--- src/hw/mmb_pkg.sv ---
package mmb_pkg;

  // ------------------------------------------------------------
  // Processor clock phases (one third high)
  // ------------------------------------------------------------
  localparam logic [1:0] PH_HIGH  = 2'h0;
  localparam logic [1:0] PH_LOW1  = 2'h1;
  localparam logic [1:0] PH_LAST  = 2'h2;
  localparam int         SYS_CLK_NS     = 4;
  localparam int         CPU_CLK_NS     = 12;
  localparam int         CPU_CLK_CYCLES = CPU_CLK_NS / SYS_CLK_NS;

  // ------------------------------------------------------------
  // Interrupt vector
  // ------------------------------------------------------------
  localparam logic [7:0] NMI_TYPE = 8'h02;

  // ------------------------------------------------------------
  // Reset values
  // ------------------------------------------------------------
  localparam logic       MIN_MODE_RST = 1'b1;

  // ------------------------------------------------------------
  // Bus states and cycle kinds
  // ------------------------------------------------------------
  typedef enum logic [2:0] {
    ST_TI = 3'h0,
    ST_T1 = 3'h1,
    ST_T2 = 3'h2,
    ST_T3 = 3'h3,
    ST_TW = 3'h4,
    ST_T4 = 3'h5
  } mmb_state_t;

  typedef enum logic [2:0] {
    K_MEM_RD = 3'h0,
    K_MEM_WR = 3'h1,
    K_IO_RD  = 3'h2,
    K_IO_WR  = 3'h3,
    K_IRQ_ACK_STROBE_N   = 3'h4
  } mmb_kind_t;

endpackage : mmb_pkg

--- src/hw/mmb_bus_ctrl.sv ---
`timescale 1ns/1ps

// Summary of operation
// - NMI edge serviced as interrupt type 2
// - NMI synchronized; taken at instruction end
// - NMI cannot be masked by software
// - Reset aborts bus activity at once
// - Reset synchronized; restart after it falls
// - Mode strap high selects minimum mode
// - IO select high for IO, low memory
// - IO select valid from preceding T4 or Ti
// - Write strobe low in T2, T3, Tw
// - Acknowledge strobe low in T2, T3, Tw
// - Latch pulse high in T1 low phase
// - Latch pulse always driven, never floated
// - Direction high transmit, timed like IO select
// - Read enable mid T2 to mid T4
// - Write enable start T2 to mid T4
// - IO select, write strobe, direction and enable float during hold grant
// - Grant hold mid T4 or Ti
module mmb_bus_ctrl (
  input  wire logic              sys_clk,
  input  wire logic              rst_n,
  input  wire logic              reset_pin,
  input  wire logic              nmi_pin,
  input  wire logic              mode_strap,
  input  wire logic              hold_req,
  input  wire logic              cycle_req,
  input  wire mmb_pkg::mmb_kind_t cycle_kind,
  input  wire logic              wait_req,
  input  wire logic              instr_boundary,
  output logic                   cycle_ack,
  output logic                   core_reset,
  output logic                   restart_pulse,
  output logic                   nmi_take,
  output logic [7:0]             nmi_type,
  output logic                   hold_grant,
  output logic                   min_mode,
  output logic                   addr_latch_pulse,
  output logic                   irq_ack_strobe_n,
  output logic                   mem_or_io_sel,
  output logic                   mem_or_io_sel_oe,
  output logic                   write_strobe_n,
  output logic                   write_strobe_n_oe,
  output logic                   xcvr_direction,
  output logic                   xcvr_direction_oe,
  output logic                   xcvr_enable_n,
  output logic                   xcvr_enable_n_oe
);
  import mmb_pkg::*;

  // ------------------------------------------------------------
  // Helpers
  // ------------------------------------------------------------
  function automatic logic kind_is_io(input mmb_kind_t k);
    return (k == K_IO_RD) || (k == K_IO_WR);
  endfunction : kind_is_io

  function automatic logic kind_is_wr(input mmb_kind_t k);
    return (k == K_MEM_WR) || (k == K_IO_WR);
  endfunction : kind_is_wr

  function automatic logic in_strobe(input mmb_state_t s);
    return (s == ST_T2) || (s == ST_T3) || (s == ST_TW);
  endfunction : in_strobe

  // ------------------------------------------------------------
  // Pin synchronizers
  // ------------------------------------------------------------
  logic [3:0] sync1;
  logic [3:0] sync2;
  logic       rst_s;
  logic       nmi_s;
  logic       strap_s;
  logic       hold_s;
  logic       rst_q;
  logic       nmi_q;

  always_ff @(posedge sys_clk) begin
    if (!rst_n) begin
      sync1 <= 4'h0;
      sync2 <= 4'h0;
    end else begin
      sync1 <= {hold_req, mode_strap, nmi_pin, reset_pin};
      sync2 <= sync1;
    end
  end

  assign rst_s   = sync2[0];
  assign nmi_s   = sync2[1];
  assign strap_s = sync2[2];
  assign hold_s  = sync2[3];

  // ------------------------------------------------------------
  // Processor clock phase divider
  // ------------------------------------------------------------
  logic [1:0] ph;
  logic [1:0] next_ph;
  logic       cpu_end;

  assign cpu_end = (ph == PH_LAST);
  assign next_ph = cpu_end ? PH_HIGH : ph + 2'h1;

  always_ff @(posedge sys_clk) begin
    if (!rst_n) ph <= PH_HIGH;
    else        ph <= next_ph;
  end

  // ------------------------------------------------------------
  // Reset, restart and mode
  // ------------------------------------------------------------
  always_ff @(posedge sys_clk) begin
    if (!rst_n) begin
      rst_q         <= 1'b0;
      core_reset    <= 1'b0;
      restart_pulse <= 1'b0;
      min_mode      <= MIN_MODE_RST;
    end else begin
      rst_q         <= rst_s;
      core_reset    <= rst_s;
      restart_pulse <= rst_q & ~rst_s;
      if (rst_s) min_mode <= strap_s;
    end
  end

  // ------------------------------------------------------------
  // Non-maskable interrupt
  // ------------------------------------------------------------
  logic nmi_edge;
  logic nmi_pending;
  logic nmi_fire;

  assign nmi_edge = nmi_s & ~nmi_q;
  assign nmi_fire = nmi_pending & instr_boundary & ~rst_s;

  always_ff @(posedge sys_clk) begin
    if (!rst_n) begin
      nmi_q       <= 1'b0;
      nmi_pending <= 1'b0;
      nmi_take    <= 1'b0;
      nmi_type    <= 8'h00;
    end else begin
      nmi_q       <= nmi_s;
      nmi_pending <= nmi_edge | (nmi_pending & ~nmi_fire & ~rst_s);
      nmi_take    <= nmi_fire;
      nmi_type    <= NMI_TYPE;
    end
  end

  // ------------------------------------------------------------
  // Bus cycle state machine
  // ------------------------------------------------------------
  mmb_state_t state;
  mmb_state_t next_state;
  mmb_kind_t  kind;
  mmb_kind_t  next_kind;
  logic       go;
  logic       next_go;
  logic       next_grant;
  logic       edge_state;
  logic       accept;
  logic       grant_point;

  assign edge_state  = (state == ST_TI) || (state == ST_T4);
  assign accept      = edge_state && (ph == PH_HIGH) && cycle_req && !go &&
                       !hold_grant && !hold_s && min_mode && !rst_s;
  assign next_kind   = accept ? cycle_kind : kind;
  assign next_go     = rst_s ? 1'b0 : (accept | (go & ~cpu_end));
  assign grant_point = edge_state && (ph == PH_LOW1) && !go;
  assign next_grant  = rst_s ? 1'b0 :
                       (grant_point ? hold_s : hold_grant);

  always_comb begin
    next_state = state;
    if (rst_s) begin
      next_state = ST_TI;
    end else if (cpu_end) begin
      unique case (state)
        ST_TI:   next_state = go ? ST_T1 : ST_TI;
        ST_T1:   next_state = ST_T2;
        ST_T2:   next_state = ST_T3;
        ST_T3:   next_state = wait_req ? ST_TW : ST_T4;
        ST_TW:   next_state = wait_req ? ST_TW : ST_T4;
        ST_T4:   next_state = go ? ST_T1 : ST_TI;
        default: next_state = ST_TI;
      endcase
    end
  end

  always_ff @(posedge sys_clk) begin
    if (!rst_n) begin
      state      <= ST_TI;
      kind       <= K_MEM_RD;
      go         <= 1'b0;
      hold_grant <= 1'b0;
      cycle_ack  <= 1'b0;
    end else begin
      state      <= next_state;
      kind       <= next_kind;
      go         <= next_go;
      hold_grant <= next_grant;
      cycle_ack  <= accept;
    end
  end

  // ------------------------------------------------------------
  // Strobe decode from next state
  // ------------------------------------------------------------
  logic n_wr;
  logic n_strobe;
  logic n_ale;
  logic n_den;
  logic n_oe;

  assign n_wr     = kind_is_wr(next_kind);
  assign n_strobe = in_strobe(next_state);
  assign n_ale    = min_mode && (next_state == ST_T1) &&
                    (next_ph != PH_HIGH);
  assign n_den    = (next_state == ST_T3) || (next_state == ST_TW) ||
                    ((next_state == ST_T2) &&
                     (n_wr || (next_ph != PH_HIGH))) ||
                    ((next_state == ST_T4) && (next_ph == PH_HIGH));
  assign n_oe     = min_mode && !next_grant;

  always_ff @(posedge sys_clk) begin
    if (!rst_n) begin
      addr_latch_pulse  <= 1'b0;
      irq_ack_strobe_n  <= 1'b1;
      mem_or_io_sel     <= 1'b0;
      write_strobe_n    <= 1'b1;
      xcvr_direction    <= 1'b0;
      xcvr_enable_n     <= 1'b1;
      mem_or_io_sel_oe  <= 1'b0;
      write_strobe_n_oe <= 1'b0;
      xcvr_direction_oe <= 1'b0;
      xcvr_enable_n_oe  <= 1'b0;
    end else begin
      addr_latch_pulse  <= n_ale;
      irq_ack_strobe_n  <= ~(n_strobe && (next_kind == K_IRQ_ACK_STROBE_N));
      mem_or_io_sel     <= kind_is_io(next_kind);
      write_strobe_n    <= ~(n_strobe && n_wr);
      xcvr_direction    <= n_wr;
      xcvr_enable_n     <= ~n_den;
      mem_or_io_sel_oe  <= n_oe;
      write_strobe_n_oe <= n_oe;
      xcvr_direction_oe <= n_oe;
      xcvr_enable_n_oe  <= n_oe;
    end
  end
endmodule : mmb_bus_ctrl

--- config.mk ---
export PLATFORM = sky130hd
export DESIGN_NAME = mmb_bus_ctrl
export DESIGN_NICKNAME = d
export VERILOG_FILES = /design/src/hw/mmb_pkg.sv /design/src/hw/mmb_bus_ctrl.sv
export SDC_FILE = /design/constraint.sdc
export NUM_CORES = 1
export LEC_CHECK = 0
export BUFFER_PORTS_ARGS = -buffer_cell sky130_fd_sc_hd__buf_2
export CORE_UTILIZATION = 34
export CTS_CLUSTER_SIZE = 16
export DETAILED_ROUTE_END_ITERATION = 8
export SYNTH_ARGS = -nofsm -noshare
export SYNTH_HDL_FRONTEND = slang
export SYNTH_SLANG_ARGS = --single-unit
export TNS_END_PERCENT = 10
--- constraint.sdc ---
create_clock -name sys_clk -period 2.35 [get_ports sys_clk]
set_input_delay 0.705 -clock sys_clk [delete_from_list [all_inputs] [get_ports sys_clk]]
set_output_delay 0.705 -clock sys_clk [all_outputs]
set_load 0.005 [all_outputs]
# [After elaboration in Yosys (flattened, before gate mapping)]
# Index checks and enable logic that the tools add are counted.
# Widths: inputs -> output; s select.
[totals] output_inout_bits=24 inputBits=12 ff_bits=40
[op_classes] reduce_logical=37 muxes=10 addsub=1 bitwise_logic=17 eq_ne=16
[op_table] cell="$eq 3x2->1 const B" count=6
[op_table] cell="$logic_and 1x1->1" count=16
[op_table] cell="$eq 3x3->1 const B" count=5
[op_table] cell="$pmux 3 s4" count=1
[op_table] cell="$eq 3x1->1 const B" count=3
[op_table] cell="$logic_or 1x1->1" count=9
[op_table] cell="$mux 3" count=3
[op_table] cell="$not 1->1" count=8
[op_table] cell="$and 1x1->1" count=7
[op_table] cell="$reduce_or 2->1" count=3
[op_table] cell="$logic_not 1->1" count=5
[op_table] cell="$logic_not 2->1" count=2
[op_table] cell="$mux 1" count=4
[op_table] cell="$mux 2" count=2
[op_table] cell="$logic_not 3->1" count=1
[op_table] cell="$add 2x1->2 const B" count=1
[op_table] cell="$eq 2x1->1 const B" count=1
[op_table] cell="$eq 2x2->1 const B" count=1
[op_table] cell="$or 1x1->1" count=2
[op_table] cell="$reduce_bool 2->1" count=1

# [Longest topological paths before layout]
[logic_depth] depth_word=17 mapped_depth=6

# [Worst setup path before layout]
# Ideal clock, no wire load.
[synth_timing] path_kind="input -> register" startpoint="in cycle_req" endpoint="reg mem_or_io_sel" setup_time_ps=71 n_path_buf=0 arrival_time_ps=1856 stages=4 setup_slack_ps=423 cell_sequence="nor4b_1 -> nand4_2 -> or3b_2 -> a21oi_1"
[synth_via] elab_chain_len=9 word_cells_on_any_way=10 cone_classes="eq/ne: 2; mux: 1; reduce/logical: 7"
[synth_rtl] element="start, declared" line_no="mmb_bus_ctrl.sv:28" rtl="input wire logic cycle_req,"
[synth_rtl] element="$logic_and 1x1->1 * (3 in series)" line_no="mmb_bus_ctrl.sv:165" rtl="assign accept = edge_state && (ph == PH_HIGH) && cycle_req && !go &&"
[synth_rtl] element="$logic_and 1x1->1 * (3 in series)" line_no="mmb_bus_ctrl.sv:166" rtl="!hold_grant && !hold_s && min_mode && !rst_s;"
[synth_rtl] element="$mux 3 *" line_no="mmb_bus_ctrl.sv:167" rtl="assign next_kind = accept ? cycle_kind : kind;"
[synth_rtl] element="$eq 3x2->1" line_no="mmb_bus_ctrl.sv:56" rtl="return (k == K_IO_RD) || (k == K_IO_WR);"
[synth_rtl] element="$logic_or 1x1->1 *" line_no="mmb_bus_ctrl.sv:56"
[synth_rtl] element="end signal, assigned" line_no="mmb_bus_ctrl.sv:240" rtl="mem_or_io_sel <= kind_is_io(next_kind);"
[synth_rtl] element="end, declared" line_no="mmb_bus_ctrl.sv:41" rtl="output logic mem_or_io_sel,"
# Mark *: on every way between the ends. The rest lies on a longest branch, timed or not.
# A chain may end at the register's enable or synchronous reset.

# [Worst setup path after layout]
[layout_timing] startpoint="reg ph[1]" endpoint="reg irq_ack_strobe_n"
[layout_via] elab_chain_len=12 word_cells_on_any_way=20 cone_classes="eq/ne: 5; mux: 3; bitwise: 1; reduce/logical: 11"
[layout_rtl] element="start, declared" line_no="mmb_bus_ctrl.sv:97" rtl="logic [1:0] ph;"
[layout_rtl] element="start signal, assigned" line_no="mmb_bus_ctrl.sv:106" rtl="else ph <= next_ph;"
[layout_rtl] element="$logic_not 2->1" line_no="mmb_bus_ctrl.sv:165"
[layout_rtl] element="$logic_and 1x1->1 (4 in series)" line_no="mmb_bus_ctrl.sv:165"
[layout_rtl] element="$logic_and 1x1->1 (3 in series)" line_no="mmb_bus_ctrl.sv:166"
[layout_rtl] element="$mux 3" line_no="mmb_bus_ctrl.sv:167"
[layout_rtl] element="$eq 3x3->1" line_no="mmb_bus_ctrl.sv:239" rtl="irq_ack_strobe_n <= ~(n_strobe && (next_kind == K_IRQ_ACK_STROBE_N));"
[layout_rtl] element="$logic_and 1x1->1 *" line_no="mmb_bus_ctrl.sv:239"
[layout_rtl] element="$not 1->1 *" line_no="mmb_bus_ctrl.sv:239"
[layout_rtl] element="end signal, assigned" line_no="mmb_bus_ctrl.sv:239"
[layout_rtl] element="end, declared" line_no="mmb_bus_ctrl.sv:40" rtl="output logic irq_ack_strobe_n,"
# Marked as above.

==> results.md <==
- Final min period: 1.98 ns
- Buffers inserted during post-CTS setup optimization: 0
- PostCTS Resize Cnt: 0
- Number of hold violations in the final report: 0
- Hold_sp: sync1[3]
- CTS clock-pin slew for the worst setup and hold paths: 0.06 ns
- # Max-Cap Violations: 0
- Reg-to-reg startpoint: ph[1]
- Static Leak: 0.000679 uW
- Post-DRT Antenna Nets: 0
- Portion of total power attributed to the clock network: 0.436
- GR Util All Layers: 0.129
- Number of rows in the core area: 22
- Period Utilization, post-route: 0.843
- Total of flip-flops plus latches after synthesis: 33
- Clock Tree Buf Depth: 2
- CP startpoint: ph[1]
- Hold buffers post-CTS: 0
- Number of antenna violations at the first check in global routing: 0
- Number of H-tree branching levels: 2
- Number of buffers inserted by port buffering: 28
- Switching share of power: 0.208
- Overall die height: 63.9 um
- Maximum operating frequency: 505 MHz
- Min-Delay Path Class: reg -> reg
- Top Ports: 36
- TritonCTS clock tree: built
- Number of max-slew violations in the final report: 0
- TritonCTS buffer count: 5
- Synth top area share: 0.507
- Maximum clock skew at final layout: 0.00124 ns
- Worst voltage drop across the vdd grid: 0.000465 V
- Via density per instance: 4.66
- Fraction of final layout cells sized beyond drive strength 1: 0.281
- NumNets Final: 171
- Clock Tree Root: sky130_fd_sc_hd__clkbuf_8
- Yosys Warn Count: 0
- Maximum number of pins on one net before global-route repair: 17
- X dimension of the die: 63.9 um
- Clk Latency, worst-skew pair: 0.28 ns
- Internal power: 975 uW
- Crit path kind: reg -> reg
- Number of vias in the routed layout: 969
- Max Fanout on Critical Path: 9
- Leading post-synthesis cells by instance count: sky130_fd_sc_hd__dfxtp_1 (33), sky130_fd_sc_hd__nor2_1 (12), sky130_fd_sc_hd__and2_1 (11)
- Biggest area consumer among synthesized cells: sky130_fd_sc_hd__dfxtp_1
- Routability Congestion: 0.738
- Critical Path Source Type: flop
- Wire length of the first global-routing pass: 3.97 mm
- Relative contribution of combinational cells to total power: 0.077
- First-pass DRT Iterations: 4
- Unrepaired setup endpoints after global routing: false
- Final Instance Area: 1550 um2
- Final wirelength: 2.30 mm
- Portion of the post-synthesis area used by sequential elements: 0.507
- Gate Count Post-Synth: 132
- Most area-consuming cells after synthesis: sky130_fd_sc_hd__dfxtp_1 (51%), sky130_fd_sc_hd__buf_4 (5.8%), sky130_fd_sc_hd__and2_1 (5.3%)
- Area of the die: 4090 um2
- Count leader, synth: sky130_fd_sc_hd__dfxtp_1
- Share of power burned in registers: 0.488
- Residual overflow from global routing: 0
- Most frequently used flop master after synthesis: sky130_fd_sc_hd__dfxtp_1
- Core Region: 3660 um2
- WHS: 0.433 ns
- Antenna diode count: 0
- Setup tns final: 0 ns
- Count of unique library cells instantiated by Yosys: 41
- First DRT Iteration DRCs: 24
- Number of global-route vias before repair: 940
- Kind of capture point of the worst setup path: flop
- Switch Pwr: 256 uW
- Clk sinks: 33
- Measured slew at the worst slew-check pin: 0.602 ns
- Post-Place Cell Area: 1440 um2
- Outcome: finished, final reports clean
- CP Data Required Time: 2.50 ns
- Fraction of the core area covered by cells at the end of the flow: 0.424
- Filler cell count: 381
- Netlist area before placement: 1300 um2
- Total power per unit cell area: 793 nW/um2
- Drt drc: 0
- Setup violators final: 0
- P&R area growth vs syn: 19.2%
- DR WL/cell: 11.1 um
- Fraction of registers with async set/reset: 0
- DPL Wire Length: 1.72 mm
- Post-synthesis average cell area: 9.88 um2
- Max-slew headroom: 0.596
- Initial core utilization: 0.356
- Number of enable-type register cells in the synthesized netlist: 0
- Worst Path Arrival: 2.14 ns
-- worst paths after layout --
check	endpoint	slack (ns)	depth (start not counted)
worst max-delay path	irq_ack_strobe_n	0.37	5
worst min-delay path	sync2[3]	0.43	1
worst max register to register	irq_ack_strobe_n	0.37	5
worst min register to register	sync2[3]	0.43	1
-- critical path, stage by stage (launching register included) --
cell and delay, ns:
sky130_fd_sc_hd__dfxtp_1 0.47, sky130_fd_sc_hd__nand2b_1 0.20, sky130_fd_sc_hd__and2_2 0.24, sky130_fd_sc_hd__a311oi_1 0.53, sky130_fd_sc_hd__and3_2 0.30, sky130_fd_sc_hd__o221ai_1 0.12
-- power by group through the flow --
stage	logic, uW	registers [uW]	clock network, uW
final	94.3	601	537
after global routing	107	604	582
after CTS	96.0	601	554
after detailed placement	95.7	613	0
after global placement	93.4	612	0
after floorplan	77.9	607	0
-- logic make-up (layout without fill, tap and decap cells) --
logic type,count (synthesis),count (layout),share of synthesized area
AOI/OAI and AO/OA,13,13,0.0730
other,1,7,0.00288
DFF,33,33,0.507
buffers and inverters,19,41,0.0883
xor gates and xnor gates,2,2,0.0134
muxes,5,5,0.0384
and+or+nand+nor,59,59,0.277
-- metrics by stage --
step	total power (uW)	instances	setup slack (ns)
3_3_place_gp	705	200	0.363
3_5_place_dp	709	200	0.294
5_1_grt	1290	208	0.242
2_1_floorplan	685	138	0.423
4_1_cts	1250	208	0.363
6_report	1230	208	0.370
-- layout by cell type, fill, tap and decap left out, types with 2 or more instances in the layout --
master                     count
sky130_fd_sc_hd__and2_1       11
sky130_fd_sc_hd__o21ai_0       2
sky130_fd_sc_hd__xnor2_1       2
sky130_fd_sc_hd__conb_1        7
sky130_fd_sc_hd__buf_2        28
sky130_fd_sc_hd__clkbuf_8      6
sky130_fd_sc_hd__nor2_1       12
sky130_fd_sc_hd__nor2b_1       4
sky130_fd_sc_hd__mux2i_1       5
sky130_fd_sc_hd__nand3_1       2
sky130_fd_sc_hd__nand2_1       3
sky130_fd_sc_hd__and2_2        2
sky130_fd_sc_hd__buf_4         2
sky130_fd_sc_hd__a21oi_1       4
sky130_fd_sc_hd__inv_1         2
sky130_fd_sc_hd__nor3b_1       2
sky130_fd_sc_hd__dfxtp_1      33
sky130_fd_sc_hd__nand2b_1      2
sky130_fd_sc_hd__nand3b_1      2
sky130_fd_sc_hd__nor3_1        7
-- final cells by class --
cell class	instances	area, um2	share of cell area
Timing Repair Buffer	30	155	0.0998
Multi-Input combinational cell	86	551	0.354
Inverter	3	11.3	0.00725
Tap cell	48	60.1	0.0386
Clock buffer	7	86.3	0.0556
Sequential cell	33	661	0.425
Clock inverter	1	30.0	0.0193
-- layer usage --
metal  share of wire  GRT usage  up-vias
met1            0.42      0.132      454
met2            0.50      0.218       26
met3           0.053     0.0500        5
met4           0.021     0.0824        0
li1                -          -      484
met5               0          0        -
-- state kept, by name, indices dropped and copies added, names as in the netlist --
name,cells
addr_latch_pulse,1
cycle_ack,1
go,1
hold_grant,1
irq_ack_strobe_n,1
kind,3
mem_or_io_sel,1
min_mode,1
nmi_pending,1
nmi_q,1
nmi_take,1
nmi_type,1
ph,2
restart_pulse,1
rst_q,1
state,3
sync1,4
sync2,4
write_strobe_n,1
xcvr_direction,1
xcvr_enable_n,1
xcvr_enable_n_oe,1
No activity file was read; power rests on OpenSTA's default activity.
